===== config.mk =====
export PLATFORM = sky130hd
export DESIGN_NAME = sms_reset_seq
export DESIGN_NICKNAME = d
export VERILOG_FILES = /design/src/rtl/sms_pkg.sv /design/src/rtl/sms_sync.sv /design/src/rtl/sms_reset_seq.sv
export SDC_FILE = /design/constraint.sdc
export NUM_CORES = 1
export LEC_CHECK = 0
export ABC_AREA = 1
export BUFFER_PORTS_ARGS = -buffer_cell sky130_fd_sc_hd__buf_2
export CELL_PAD_IN_SITES_DETAIL_PLACEMENT = 1
export CELL_PAD_IN_SITES_GLOBAL_PLACEMENT = 1
export CORE_ASPECT_RATIO = 1.2
export CORE_MARGIN = 2
export CORE_UTILIZATION = 38
export CTS_CLUSTER_DIAMETER = 60
export DETAILED_ROUTE_END_ITERATION = 12
export PLACE_DENSITY = 0.78
export SKIP_CTS_REPAIR_TIMING = 1
export SYNTH_ARGS = -nofsm -noshare
export SYNTH_HDL_FRONTEND = slang
export SYNTH_SLANG_ARGS = --single-unit

===== constraint.sdc =====
create_clock -name pclk -period 2.3 [get_ports pclk]
set_input_delay 0.46 -clock pclk [delete_from_list [all_inputs] [get_ports pclk]]
set_output_delay 0.46 -clock pclk [all_outputs]
set_load 0.005 [all_outputs]

===== src/rtl/sms_pkg.sv =====
/*
 * sms_pkg: constants shared by the supply monitor reset sequencer.
 * Assumes a single 25 MHz clock and an APB register bus with 32-bit data.
 */
package sms_pkg;

    // ------------------------------------------------------------
    // clock and timing
    // ------------------------------------------------------------
    localparam int CLK_MHZ       = 25;            // pclk rate in MHz
    localparam int INIT_CYC      = 4;             // register initialisation phase
    localparam logic [15:0] SYNC_LAST = 16'h0002; // hold cycles before synced causes count
    localparam int WARM_US       = 64;            // oscillator warm-up time, us
    localparam int WARM_CYC      = WARM_US * CLK_MHZ;
    localparam int WDT_LIMIT_DEF = 65535;         // watchdog overflow count

    // ------------------------------------------------------------
    // detector level option codes
    // ------------------------------------------------------------
    localparam logic [1:0] OPT_LOW  = 2'h0;       // detect_option_low
    localparam logic [1:0] OPT_MID  = 2'h1;       // detect_option_mid
    localparam logic [1:0] OPT_HIGH = 2'h2;       // detect_option_high
    localparam logic [1:0] OPT_MAX  = 2'h3;       // detect_option_max

    // ------------------------------------------------------------
    // register indices (byte address = 4 * index)
    // ------------------------------------------------------------
    localparam logic [9:0] IDX_PROGRAM_FLAG_REG   = 10'h086; // program_flag_reg
    localparam logic [9:0] IDX_CTRL    = 10'h080; // watchdog control
    localparam logic [9:0] IDX_STATUS  = 10'h081; // sequencer state and causes
    localparam logic [9:0] IDX_INT_ST  = 10'h082; // sticky event bits, write 1 clears
    localparam logic [9:0] IDX_INT_MSK = 10'h083; // event mask

    // ------------------------------------------------------------
    // field positions
    // ------------------------------------------------------------
    localparam int PF_FLAG_HIGH = 5;              // low_supply_flag_high
    localparam int PF_FLAG_MID  = 4;              // low_supply_flag_mid
    localparam int CT_WDT_EN    = 0;              // watchdog enable
    localparam int CT_WDT_CLR   = 1;              // watchdog clear, write 1
    localparam int NUM_EV       = 5;              // interrupt event count
    localparam int EV_DROOP     = 0;              // detector reset
    localparam int EV_WDT       = 1;              // watchdog reset
    localparam int EV_PIN       = 2;              // external pin reset
    localparam int EV_MID       = 3;              // mid flag rose
    localparam int EV_HIGH      = 4;              // high flag rose

    // ------------------------------------------------------------
    // reset values
    // ------------------------------------------------------------
    localparam logic       CTRL_WDT_EN_RST = 1'h1;
    localparam logic [4:0] INT_MSK_RST     = 5'h00;

    // ------------------------------------------------------------
    // sequencer states
    // ------------------------------------------------------------
    typedef enum logic [1:0] {
        ST_HOLD,
        ST_INIT,
        ST_WARM,
        ST_RUN
    } sms_state_type;

endpackage


===== src/rtl/sms_sync.sv =====
/*
 * sms_sync: two-flop synchroniser, one per bit.
 * Assumes the inputs are asynchronous levels; the output is clean on pclk.
 */
module sms_sync #(
    parameter int WIDTH = 1
) (
    // clock and reset
    input  wire logic             pclk,
    input  wire logic             presetn,
    // levels
    input  wire logic [WIDTH-1:0] async_in,
    output logic      [WIDTH-1:0] sync_out
);

    // ------------------------------------------------------------
    // per bit: first stage feeds only the second stage
    // ------------------------------------------------------------
    genvar gi;
    generate
        for (gi = 0; gi < WIDTH; gi++)
        begin : g_bit
            logic meta_q;                  // first stage, read by nothing else
            always_ff @(posedge pclk or negedge presetn)
            begin
                if (!presetn)
                begin
                    meta_q        <= 1'b0;
                    sync_out[gi]  <= 1'b0;
                end
                else
                begin
                    meta_q        <= async_in[gi];
                    sync_out[gi]  <= meta_q;
                end
            end
        end
    endgenerate

endmodule


===== src/rtl/sms_reset_seq.sv =====
/*
 * sms_reset_seq: supply monitor and system reset sequencer with APB registers.
 * Assumes analog comparators and the reset pin are asynchronous to pclk, the
 * option straps are stable from power-up, and the core honours sys_reset_n.
 */
// Behaviour
// - low option: reset below 2.0V, flags off
// - flags at bits 5,4 of 086H, read-only
// - mid option resets below 2.0V
// - mid option drives 2.4V flag
// - mid option keeps 3.6V flag off
// - high option resets below 2.4V
// - high option drives 2.4V flag (never set here: droop_s clears the flag whenever s_2v4 is high)
// - high option drives 3.6V flag
// - max option resets below 3.6V
// - detector reset clears both flags
// - watchdog overflow forces full reset
// - pin resets only when option enables it
// - enabled pin is active low
// - sequence waits for pin release
// - init, warm-up, then fetch at zero
// - every source runs the full sequence
module sms_reset_seq
    import sms_pkg::*;
#(
    parameter int WDT_LIMIT = sms_pkg::WDT_LIMIT_DEF
) (
    // clock and reset
    input  wire logic        pclk,
    input  wire logic        presetn,
    // apb slave
    input  wire logic        psel,
    input  wire logic        penable,
    input  wire logic        pwrite,
    input  wire logic [11:0] paddr,
    input  wire logic [31:0] pwdata,
    output logic      [31:0] prdata,
    output logic             pready,
    output logic             pslverr,
    // supply comparators, high while supply is at or below the level
    input  wire logic        below_2v0,
    input  wire logic        below_2v4,
    input  wire logic        below_3v6,
    // external reset pin and static straps
    input  wire logic        ext_reset_n,
    input  wire logic        reset_pin_enable,
    input  wire logic [1:0]  detect_option,
    // to the core
    output logic             sys_reset_n,
    output logic             reg_init,
    output logic             fetch_start,
    output logic [15:0]      fetch_addr,
    output logic             irq
);
    import sms_pkg::*;

    // ------------------------------------------------------------
    // last-cycle counts, warm-up derived from the clock rate
    // ------------------------------------------------------------
    localparam logic [15:0] WARM_LAST = 16'(WARM_CYC - 1);
    localparam logic [15:0] INIT_LAST = 16'(INIT_CYC - 1);
    localparam logic [15:0] WDT_LAST  = 16'(WDT_LIMIT - 1);

    // ------------------------------------------------------------
    // synchronised inputs
    // ------------------------------------------------------------
    logic [3:0]    sync_q;                 // 2v0, 2v4, 3v6, pin
    logic          s_2v0;
    logic          s_2v4;
    logic          s_3v6;
    logic          s_pin_n;

    sms_sync #(.WIDTH(4)) u_sync (
        .pclk     (pclk),
        .presetn  (presetn),
        .async_in ({below_2v0, below_2v4, below_3v6, ext_reset_n}),
        .sync_out (sync_q)
    );

    assign s_2v0   = sync_q[3];
    assign s_2v4   = sync_q[2];
    assign s_3v6   = sync_q[1];
    assign s_pin_n = sync_q[0];

    // ------------------------------------------------------------
    // straps, captured while the system is held in reset
    // ------------------------------------------------------------
    logic [1:0]    opt_q;                  // latched detector option
    logic          pin_en_q;               // latched reset pin option
    sms_state_type state_q;
    sms_state_type state_d;

    // only sampled in hold so a stray change during run is ignored
    always_ff @(posedge pclk or negedge presetn)
    begin
        if (!presetn)
        begin
            opt_q    <= OPT_LOW;
            pin_en_q <= 1'b0;
        end
        else if (state_q == ST_HOLD)
        begin
            opt_q    <= detect_option;
            pin_en_q <= reset_pin_enable;
        end
    end

    // ------------------------------------------------------------
    // reset causes: raw for assertion, synced for release
    // ------------------------------------------------------------
    logic          droop_raw;              // detector level crossed, async
    logic          pin_raw;                // enabled pin low, async
    logic          droop_s;                // detector level crossed, synced
    logic          pin_s;                  // enabled pin low, synced
    logic          wdt_ovf;                // watchdog overflow this cycle
    logic          any_s;                  // any synced cause

    // higher options include the lower levels so a deep droop still resets
    assign droop_raw = below_2v0
                     | (below_2v4 & (opt_q == OPT_HIGH))
                     | ((below_2v4 | below_3v6) & (opt_q == OPT_MAX));
    assign droop_s   = s_2v0
                     | (s_2v4 & (opt_q == OPT_HIGH))
                     | ((s_2v4 | s_3v6) & (opt_q == OPT_MAX));
    assign pin_raw   = pin_en_q & ~ext_reset_n;
    assign pin_s     = pin_en_q & ~s_pin_n;
    assign any_s     = droop_s | pin_s | wdt_ovf;

    // ------------------------------------------------------------
    // sequencer: hold, init, warm-up, run
    // ------------------------------------------------------------
    logic [15:0]   cnt_q;                  // phase counter
    logic          cnt_done;

    assign cnt_done = (state_q == ST_INIT) ? (cnt_q == INIT_LAST)
                                           : (cnt_q == WARM_LAST);

    // any cause from any state restarts the whole sequence
    always_comb
    begin
        state_d = state_q;
        case (state_q)
            ST_HOLD:
                if (!droop_s && !pin_s && cnt_q >= SYNC_LAST)
                    state_d = ST_INIT;
            ST_INIT:
                if (cnt_done)
                    state_d = ST_WARM;
            ST_WARM:
                if (cnt_done)
                    state_d = ST_RUN;
            ST_RUN:
                state_d = ST_RUN;
            default:
                state_d = ST_HOLD;
        endcase
        if (any_s)
            state_d = ST_HOLD;
    end

    // state register and phase counter
    always_ff @(posedge pclk or negedge presetn)
    begin
        if (!presetn)
        begin
            state_q <= ST_HOLD;
            cnt_q   <= 16'h0000;
        end
        else
        begin
            state_q <= state_d;
            cnt_q   <= (state_d != state_q) ? 16'h0000 : cnt_q + 16'h0001;
        end
    end

    // assertion is asynchronous; release only via the synced sequence
    assign sys_reset_n = (state_q == ST_RUN) & ~droop_raw & ~pin_raw;
    assign reg_init    = (state_q == ST_INIT);
    assign fetch_addr  = 16'h0000;

    // one-cycle pulse as run begins
    always_ff @(posedge pclk or negedge presetn)
    begin
        if (!presetn)
            fetch_start <= 1'b0;
        else
            fetch_start <= (state_q == ST_WARM) && (state_d == ST_RUN);
    end

    // ------------------------------------------------------------
    // watchdog: counts in run until software clears it
    // ------------------------------------------------------------
    logic [15:0]   wdt_q;                  // watchdog count
    logic          wdt_en_q;               // enable bit
    logic          wdt_clr;                // software clear strobe

    assign wdt_ovf = wdt_en_q & (state_q == ST_RUN) & (wdt_q == WDT_LAST);

    // stopped outside run so a slow sequence cannot trip it
    always_ff @(posedge pclk or negedge presetn)
    begin
        if (!presetn)
            wdt_q <= 16'h0000;
        else if (state_q != ST_RUN || wdt_clr || wdt_ovf || !wdt_en_q)
            wdt_q <= 16'h0000;
        else
            wdt_q <= wdt_q + 16'h0001;
    end

    // ------------------------------------------------------------
    // supply level flags
    // ------------------------------------------------------------
    logic          flag_mid_q;             // low_supply_flag_mid
    logic          flag_high_q;            // low_supply_flag_high
    logic          mid_act;
    logic          high_act;

    assign mid_act  = (opt_q == OPT_MID) | (opt_q == OPT_HIGH);
    assign high_act = (opt_q == OPT_HIGH);

    // flags follow the comparators only while running
    always_ff @(posedge pclk or negedge presetn)
    begin
        if (!presetn)
        begin
            flag_mid_q  <= 1'b0;
            flag_high_q <= 1'b0;
        end
        else if (state_q != ST_RUN || droop_s)
        begin
            flag_mid_q  <= 1'b0;
            flag_high_q <= 1'b0;
        end
        else
        begin
            flag_mid_q  <= mid_act & s_2v4;
            flag_high_q <= high_act & s_3v6;
        end
    end

    // ------------------------------------------------------------
    // apb decode
    // ------------------------------------------------------------
    logic [9:0]    idx;
    logic          wr_en;
    logic          hit_program_flag_reg;
    logic          hit_ctrl;
    logic          hit_stat;
    logic          hit_ist;
    logic          hit_msk;
    logic          hit_any;

    assign idx       = paddr[11:2];
    assign hit_program_flag_reg = (idx == IDX_PROGRAM_FLAG_REG);
    assign hit_ctrl  = (idx == IDX_CTRL);
    assign hit_stat  = (idx == IDX_STATUS);
    assign hit_ist   = (idx == IDX_INT_ST);
    assign hit_msk   = (idx == IDX_INT_MSK);
    assign hit_any   = hit_program_flag_reg | hit_ctrl | hit_stat | hit_ist | hit_msk;
    assign wr_en     = psel & penable & pwrite;
    assign pready    = 1'b1;
    assign pslverr   = psel & penable & ~hit_any;
    assign wdt_clr   = wr_en & hit_ctrl & pwdata[CT_WDT_CLR];

    // ------------------------------------------------------------
    // events and interrupt
    // ------------------------------------------------------------
    logic [NUM_EV-1:0] ev;                 // one-cycle events
    logic [NUM_EV-1:0] ist_q;              // sticky status
    logic [NUM_EV-1:0] msk_q;              // mask, 1 enables
    logic [NUM_EV-1:0] ist_clr;
    logic              mid_d1_q;
    logic              high_d1_q;
    logic              hold_d1_q;          // next state was hold last cycle

    // causes are counted once, on entry to hold
    assign ev[EV_DROOP] = droop_s & ~hold_d1_q;
    assign ev[EV_WDT]   = wdt_ovf;
    assign ev[EV_PIN]   = pin_s & ~droop_s & ~hold_d1_q;
    assign ev[EV_MID]   = flag_mid_q & ~mid_d1_q;
    assign ev[EV_HIGH]  = flag_high_q & ~high_d1_q;
    assign ist_clr      = (wr_en & hit_ist) ? pwdata[NUM_EV-1:0] : '0;
    assign irq          = |(ist_q & msk_q);

    // set beats a write-one clear in the same cycle
    always_ff @(posedge pclk or negedge presetn)
    begin
        if (!presetn)
        begin
            ist_q     <= '0;
            msk_q     <= INT_MSK_RST;
            wdt_en_q  <= CTRL_WDT_EN_RST;
            mid_d1_q  <= 1'b0;
            high_d1_q <= 1'b0;
            hold_d1_q <= 1'b1;
        end
        else
        begin
            ist_q     <= (ist_q & ~ist_clr) | ev;
            mid_d1_q  <= flag_mid_q;
            high_d1_q <= flag_high_q;
            hold_d1_q <= (state_d == ST_HOLD);
            if (wr_en && hit_msk)
                msk_q <= pwdata[NUM_EV-1:0];
            if (wr_en && hit_ctrl)
                wdt_en_q <= pwdata[CT_WDT_EN];
        end
    end

    // ------------------------------------------------------------
    // read data, registered in the setup cycle
    // ------------------------------------------------------------
    logic [31:0]   rd_mux;

    assign rd_mux = hit_program_flag_reg ? {26'h0, flag_high_q, flag_mid_q, 4'h0} :
                    hit_ctrl  ? {31'h0, wdt_en_q} :
                    hit_stat  ? {24'h0, pin_en_q, opt_q, s_pin_n,
                                 droop_s, 1'b0, state_q} :
                    hit_ist   ? {27'h0, ist_q} :
                    hit_msk   ? {27'h0, msk_q} : 32'h0000_0000;

    // data settles before the access phase
    always_ff @(posedge pclk or negedge presetn)
    begin
        if (!presetn)
            prdata <= 32'h0000_0000;
        else if (psel && !penable && !pwrite)
            prdata <= rd_mux;
    end

endmodule


==> results.toml <==
[status]
status = "completed"

[clock_network]
cts_buffers = 9
worst_setup_hold_path_clk_slew_ns = 0.06
clock_latency_ns = 0.34
clock-sinks = 70
cts_root_buffer = "clkbuf_16"
clk_path_buf_depth = 2
cts_htree_levels = 3
cts_tree = "done"

[floorplanning]
dieArea_um2 = 10800
io_pins = 110
die_w_um = 95.2
die_h_um = 113
start_util_pct = 39.5
rows = 39
core_area_um2 = 9610

[timing]
maxSlewHeadroom_pct = 62.2
fmax_mhz = 487
fin_setup_tns_ns = 0
fin_crit_ns = 2.05
slew_viol_final = 0
hold_violations = 0
post-route-period-util_pct = 89.2
rsz0062_at_grt = "no"
clock-skew-final_ns = 0.00971
finalSetupViolations = 0
worst_slew_pin_slew_ns = 0.562

[placement]
place_hpwl_um = 6880
portBuffers = 39
gp_congestion = 0.975

[global_route]
grt_usage_pct = 18.3
grt_pass1_wl_um = 15400
grt_max_degree = 71
grt_pass1_vias = 3346
gr-total-overflow = 0
antenna_found_initial = 0

[setup_path]
setup.worst_path.start = "opt_q[0]"
worstPathArrival_ns = 2.31
criticalPathCategory = "flop to flop"
cp_top_family = "simple AND/OR/NAND/NOR gates"
critPathLaunchType = "flop"
r2r_slack_ns = 0.25
cp_slowest_cell = "dfrtp_1"
reg2reg_from = "opt_q[0]"
cp_slowest_stage_delay_ns = 0.35
cp.required_ns = 2.56
critPathCaptureType = "flop"
cp_common_cell = "nand3_1"
crit_chain = "inv_1 > ha_1 > a21oi_1 > nand3_1 > nor2_2 > nand3_1 > nand3_2 > nand3_4 > nor2_1"
cp.buffers_inverters = 1
worst-path-max-fanout = 8

[yosys]
synth_edf_count = 0
ys_warn_count = 0
syn-mean-instance-area_um2 = 8.36
synth.top_cells.by_count = "nand2_1 (84), dfrtp_1 (68), nor2_1 (57)"
synth_xor_xnor_area_share_pct = 5.77
ys.flop_type = "dfrtp_1"
synth_cells = 454
synth_top_family_by_area = "simple AND/OR/NAND/NOR gates"
synth-async-reset-ratio_pct = 100
ys_types = 34
yosysSeqAreaShare_pct = 46.2
synth_fa_ha_area_share_pct = 1.98
synth_area_leaders = "dfrtp_1 (45%), buf_4 (8.3%), nand2_1 (8.3%)"
yosysTopAreaCell = "dfrtp_1"
synth_compound_area_share_pct = 6.10
synth_mux_area_share_pct = 0
ys_ff_latch = 70
yosysMostFrequentCell = "nand2_1"
synth_area_um2 = 3790
synth_top_area_share_pct = 44.8
synthSimpleGateAreaFrac_pct = 26.1

[power_and_ir_drop]
p_leak_nw = 2.10
powerDensity_nw_per_um2 = 756
peakVddDrop_mv = 0.395

[hold_path]
min_path_type = "input pin to asynchronous set/reset pin"

[route]
wl_met2_um = 5080
dr_total_vias = 3123
drc_errors = 0
wl_met1_um = 3770
vias_per_cell = 4.92
wl_met3_um = 382
drt-initial-drc-count = 99
firstDrtPassIters = 4
routed.top_layer = "met4"
wire_per_inst_um = 14.8
drt-total-wl_um = 9400
ant_nets = 0

[layout]
antenna_cells = 0
area_growth_pct = 14.8
fillCellCount = 1163
final_net_count = 569
drive_above_1_share_pct = 16.4
final_util_pct = 45.3

[flow_run]
maxCapViolCount = 0
-- worst register-to-register path, cell delays in order (launching register included) --
cell and delay [ns]:
dfrtp_1 0.35, inv_1 0.09, ha_1 0.25, a21oi_1 0.22
nand3_1 0.15, nor2_2 0.24, nand3_1 0.18, nand3_2 0.19
nand3_4 0.18, nor2_1 0.13
-- sequential cells by signal, indices dropped and copies added, names as in the netlist --
signal and count:
flag_high_q 1, hold_d1_q 1, opt_q 2, wdt_q 16
mid_d1_q 1, prdata 8, ist_q 5, u_sync.g_bit.meta_q 4
fetch_start 1, flag_mid_q 1, u_sync.sync_out 4, cnt_q 16
high_d1_q 1, state_q 2, wdt_en_q 1, msk_q 5
pin_en_q 1
-- path summary, 6_finish.rpt --
| path | end | cells past startpoint |
|---|---|---|
| max in group asynchronous | hold_d1_q | 2 |
| hold / removal | wdt_q[9] | 2 |
| hold reg to reg | u_sync.sync_out[2] | 0 |
| setup / recovery | cnt_q[4] | 9 |
| min in group pclk | u_sync.g_bit[0].meta_q | 1 |
| setup reg to reg | cnt_q[4] | 9 |
-- report_power, final --
group | switching, mW | internal (mW) | total (mW)
registers | 0.0684 | 1.30 | 1.37
logic | 0.288 | 0.158 | 0.446
clock network | 0.529 | 0.947 | 1.48
-- logic make-up after synthesis --
| family | after synthesis |
|---|---|
| compound gates | 41 |
| other cells | 2 |
| xor+xnor | 25 |
| fa+ha+maj | 6 |
| simple gates | 217 |
| buf+inv | 93 |
| flops | 70 |
-- per-layer routing --
layer	vias to the layer above	global-route usage, %
li1	1486	-
met1	1553	20.7
met2	71	33.1
met3	13	4.29
met4	0	6.18
met5	-	0
-- placed cells by master (no fill, tap or decap), drive strengths merged, types with 3 or more instances in the layout --
cell type / netlist / final
nand2: 87 / 87
nor2: 70 / 70
nand3: 25 / 26
buf: 43 / 45
clkinv: 1 / 4
clkbuf: 0 / 10
nor4: 4 / 4
xor2: 15 / 15
xnor2: 10 / 10
nor3: 12 / 12
dfrtp: 68 / 68
o21ai: 31 / 31
nand4: 16 / 16
inv: 49 / 49
a21oi: 3 / 3
ha: 6 / 6
conb: 2 / 41
-- cell type report --
type | instances | area [um2] | share of cell area (%)
timing repair buffer | 45 | 253 | 5.80
clock inverter | 6 | 86.3 | 1.98
tap | 123 | 154 | 3.53
multi-input combinational | 331 | 1690 | 38.8
clock buffer | 10 | 229 | 5.26
sequential | 70 | 1750 | 40.3
inverter | 50 | 188 | 4.31
-- metrics by stage --
stage          cell area (um2)  power, mW  cells  hold slack, ns  worst slack (ns)
3_5_place_dp              4020       1.82    618           0.336             0.205
6_report                  4360       3.29    635           0.137             0.248
2_1_floorplan             3940       1.72    493           0.164             0.550
3_3_place_gp              4020       1.79    618           0.335             0.321
4_1_cts                   4330       3.31    634           0.162             0.130
5_1_grt                   4360       3.45    635           0.171          0.000998
Power figures use the tool's default switching activity.
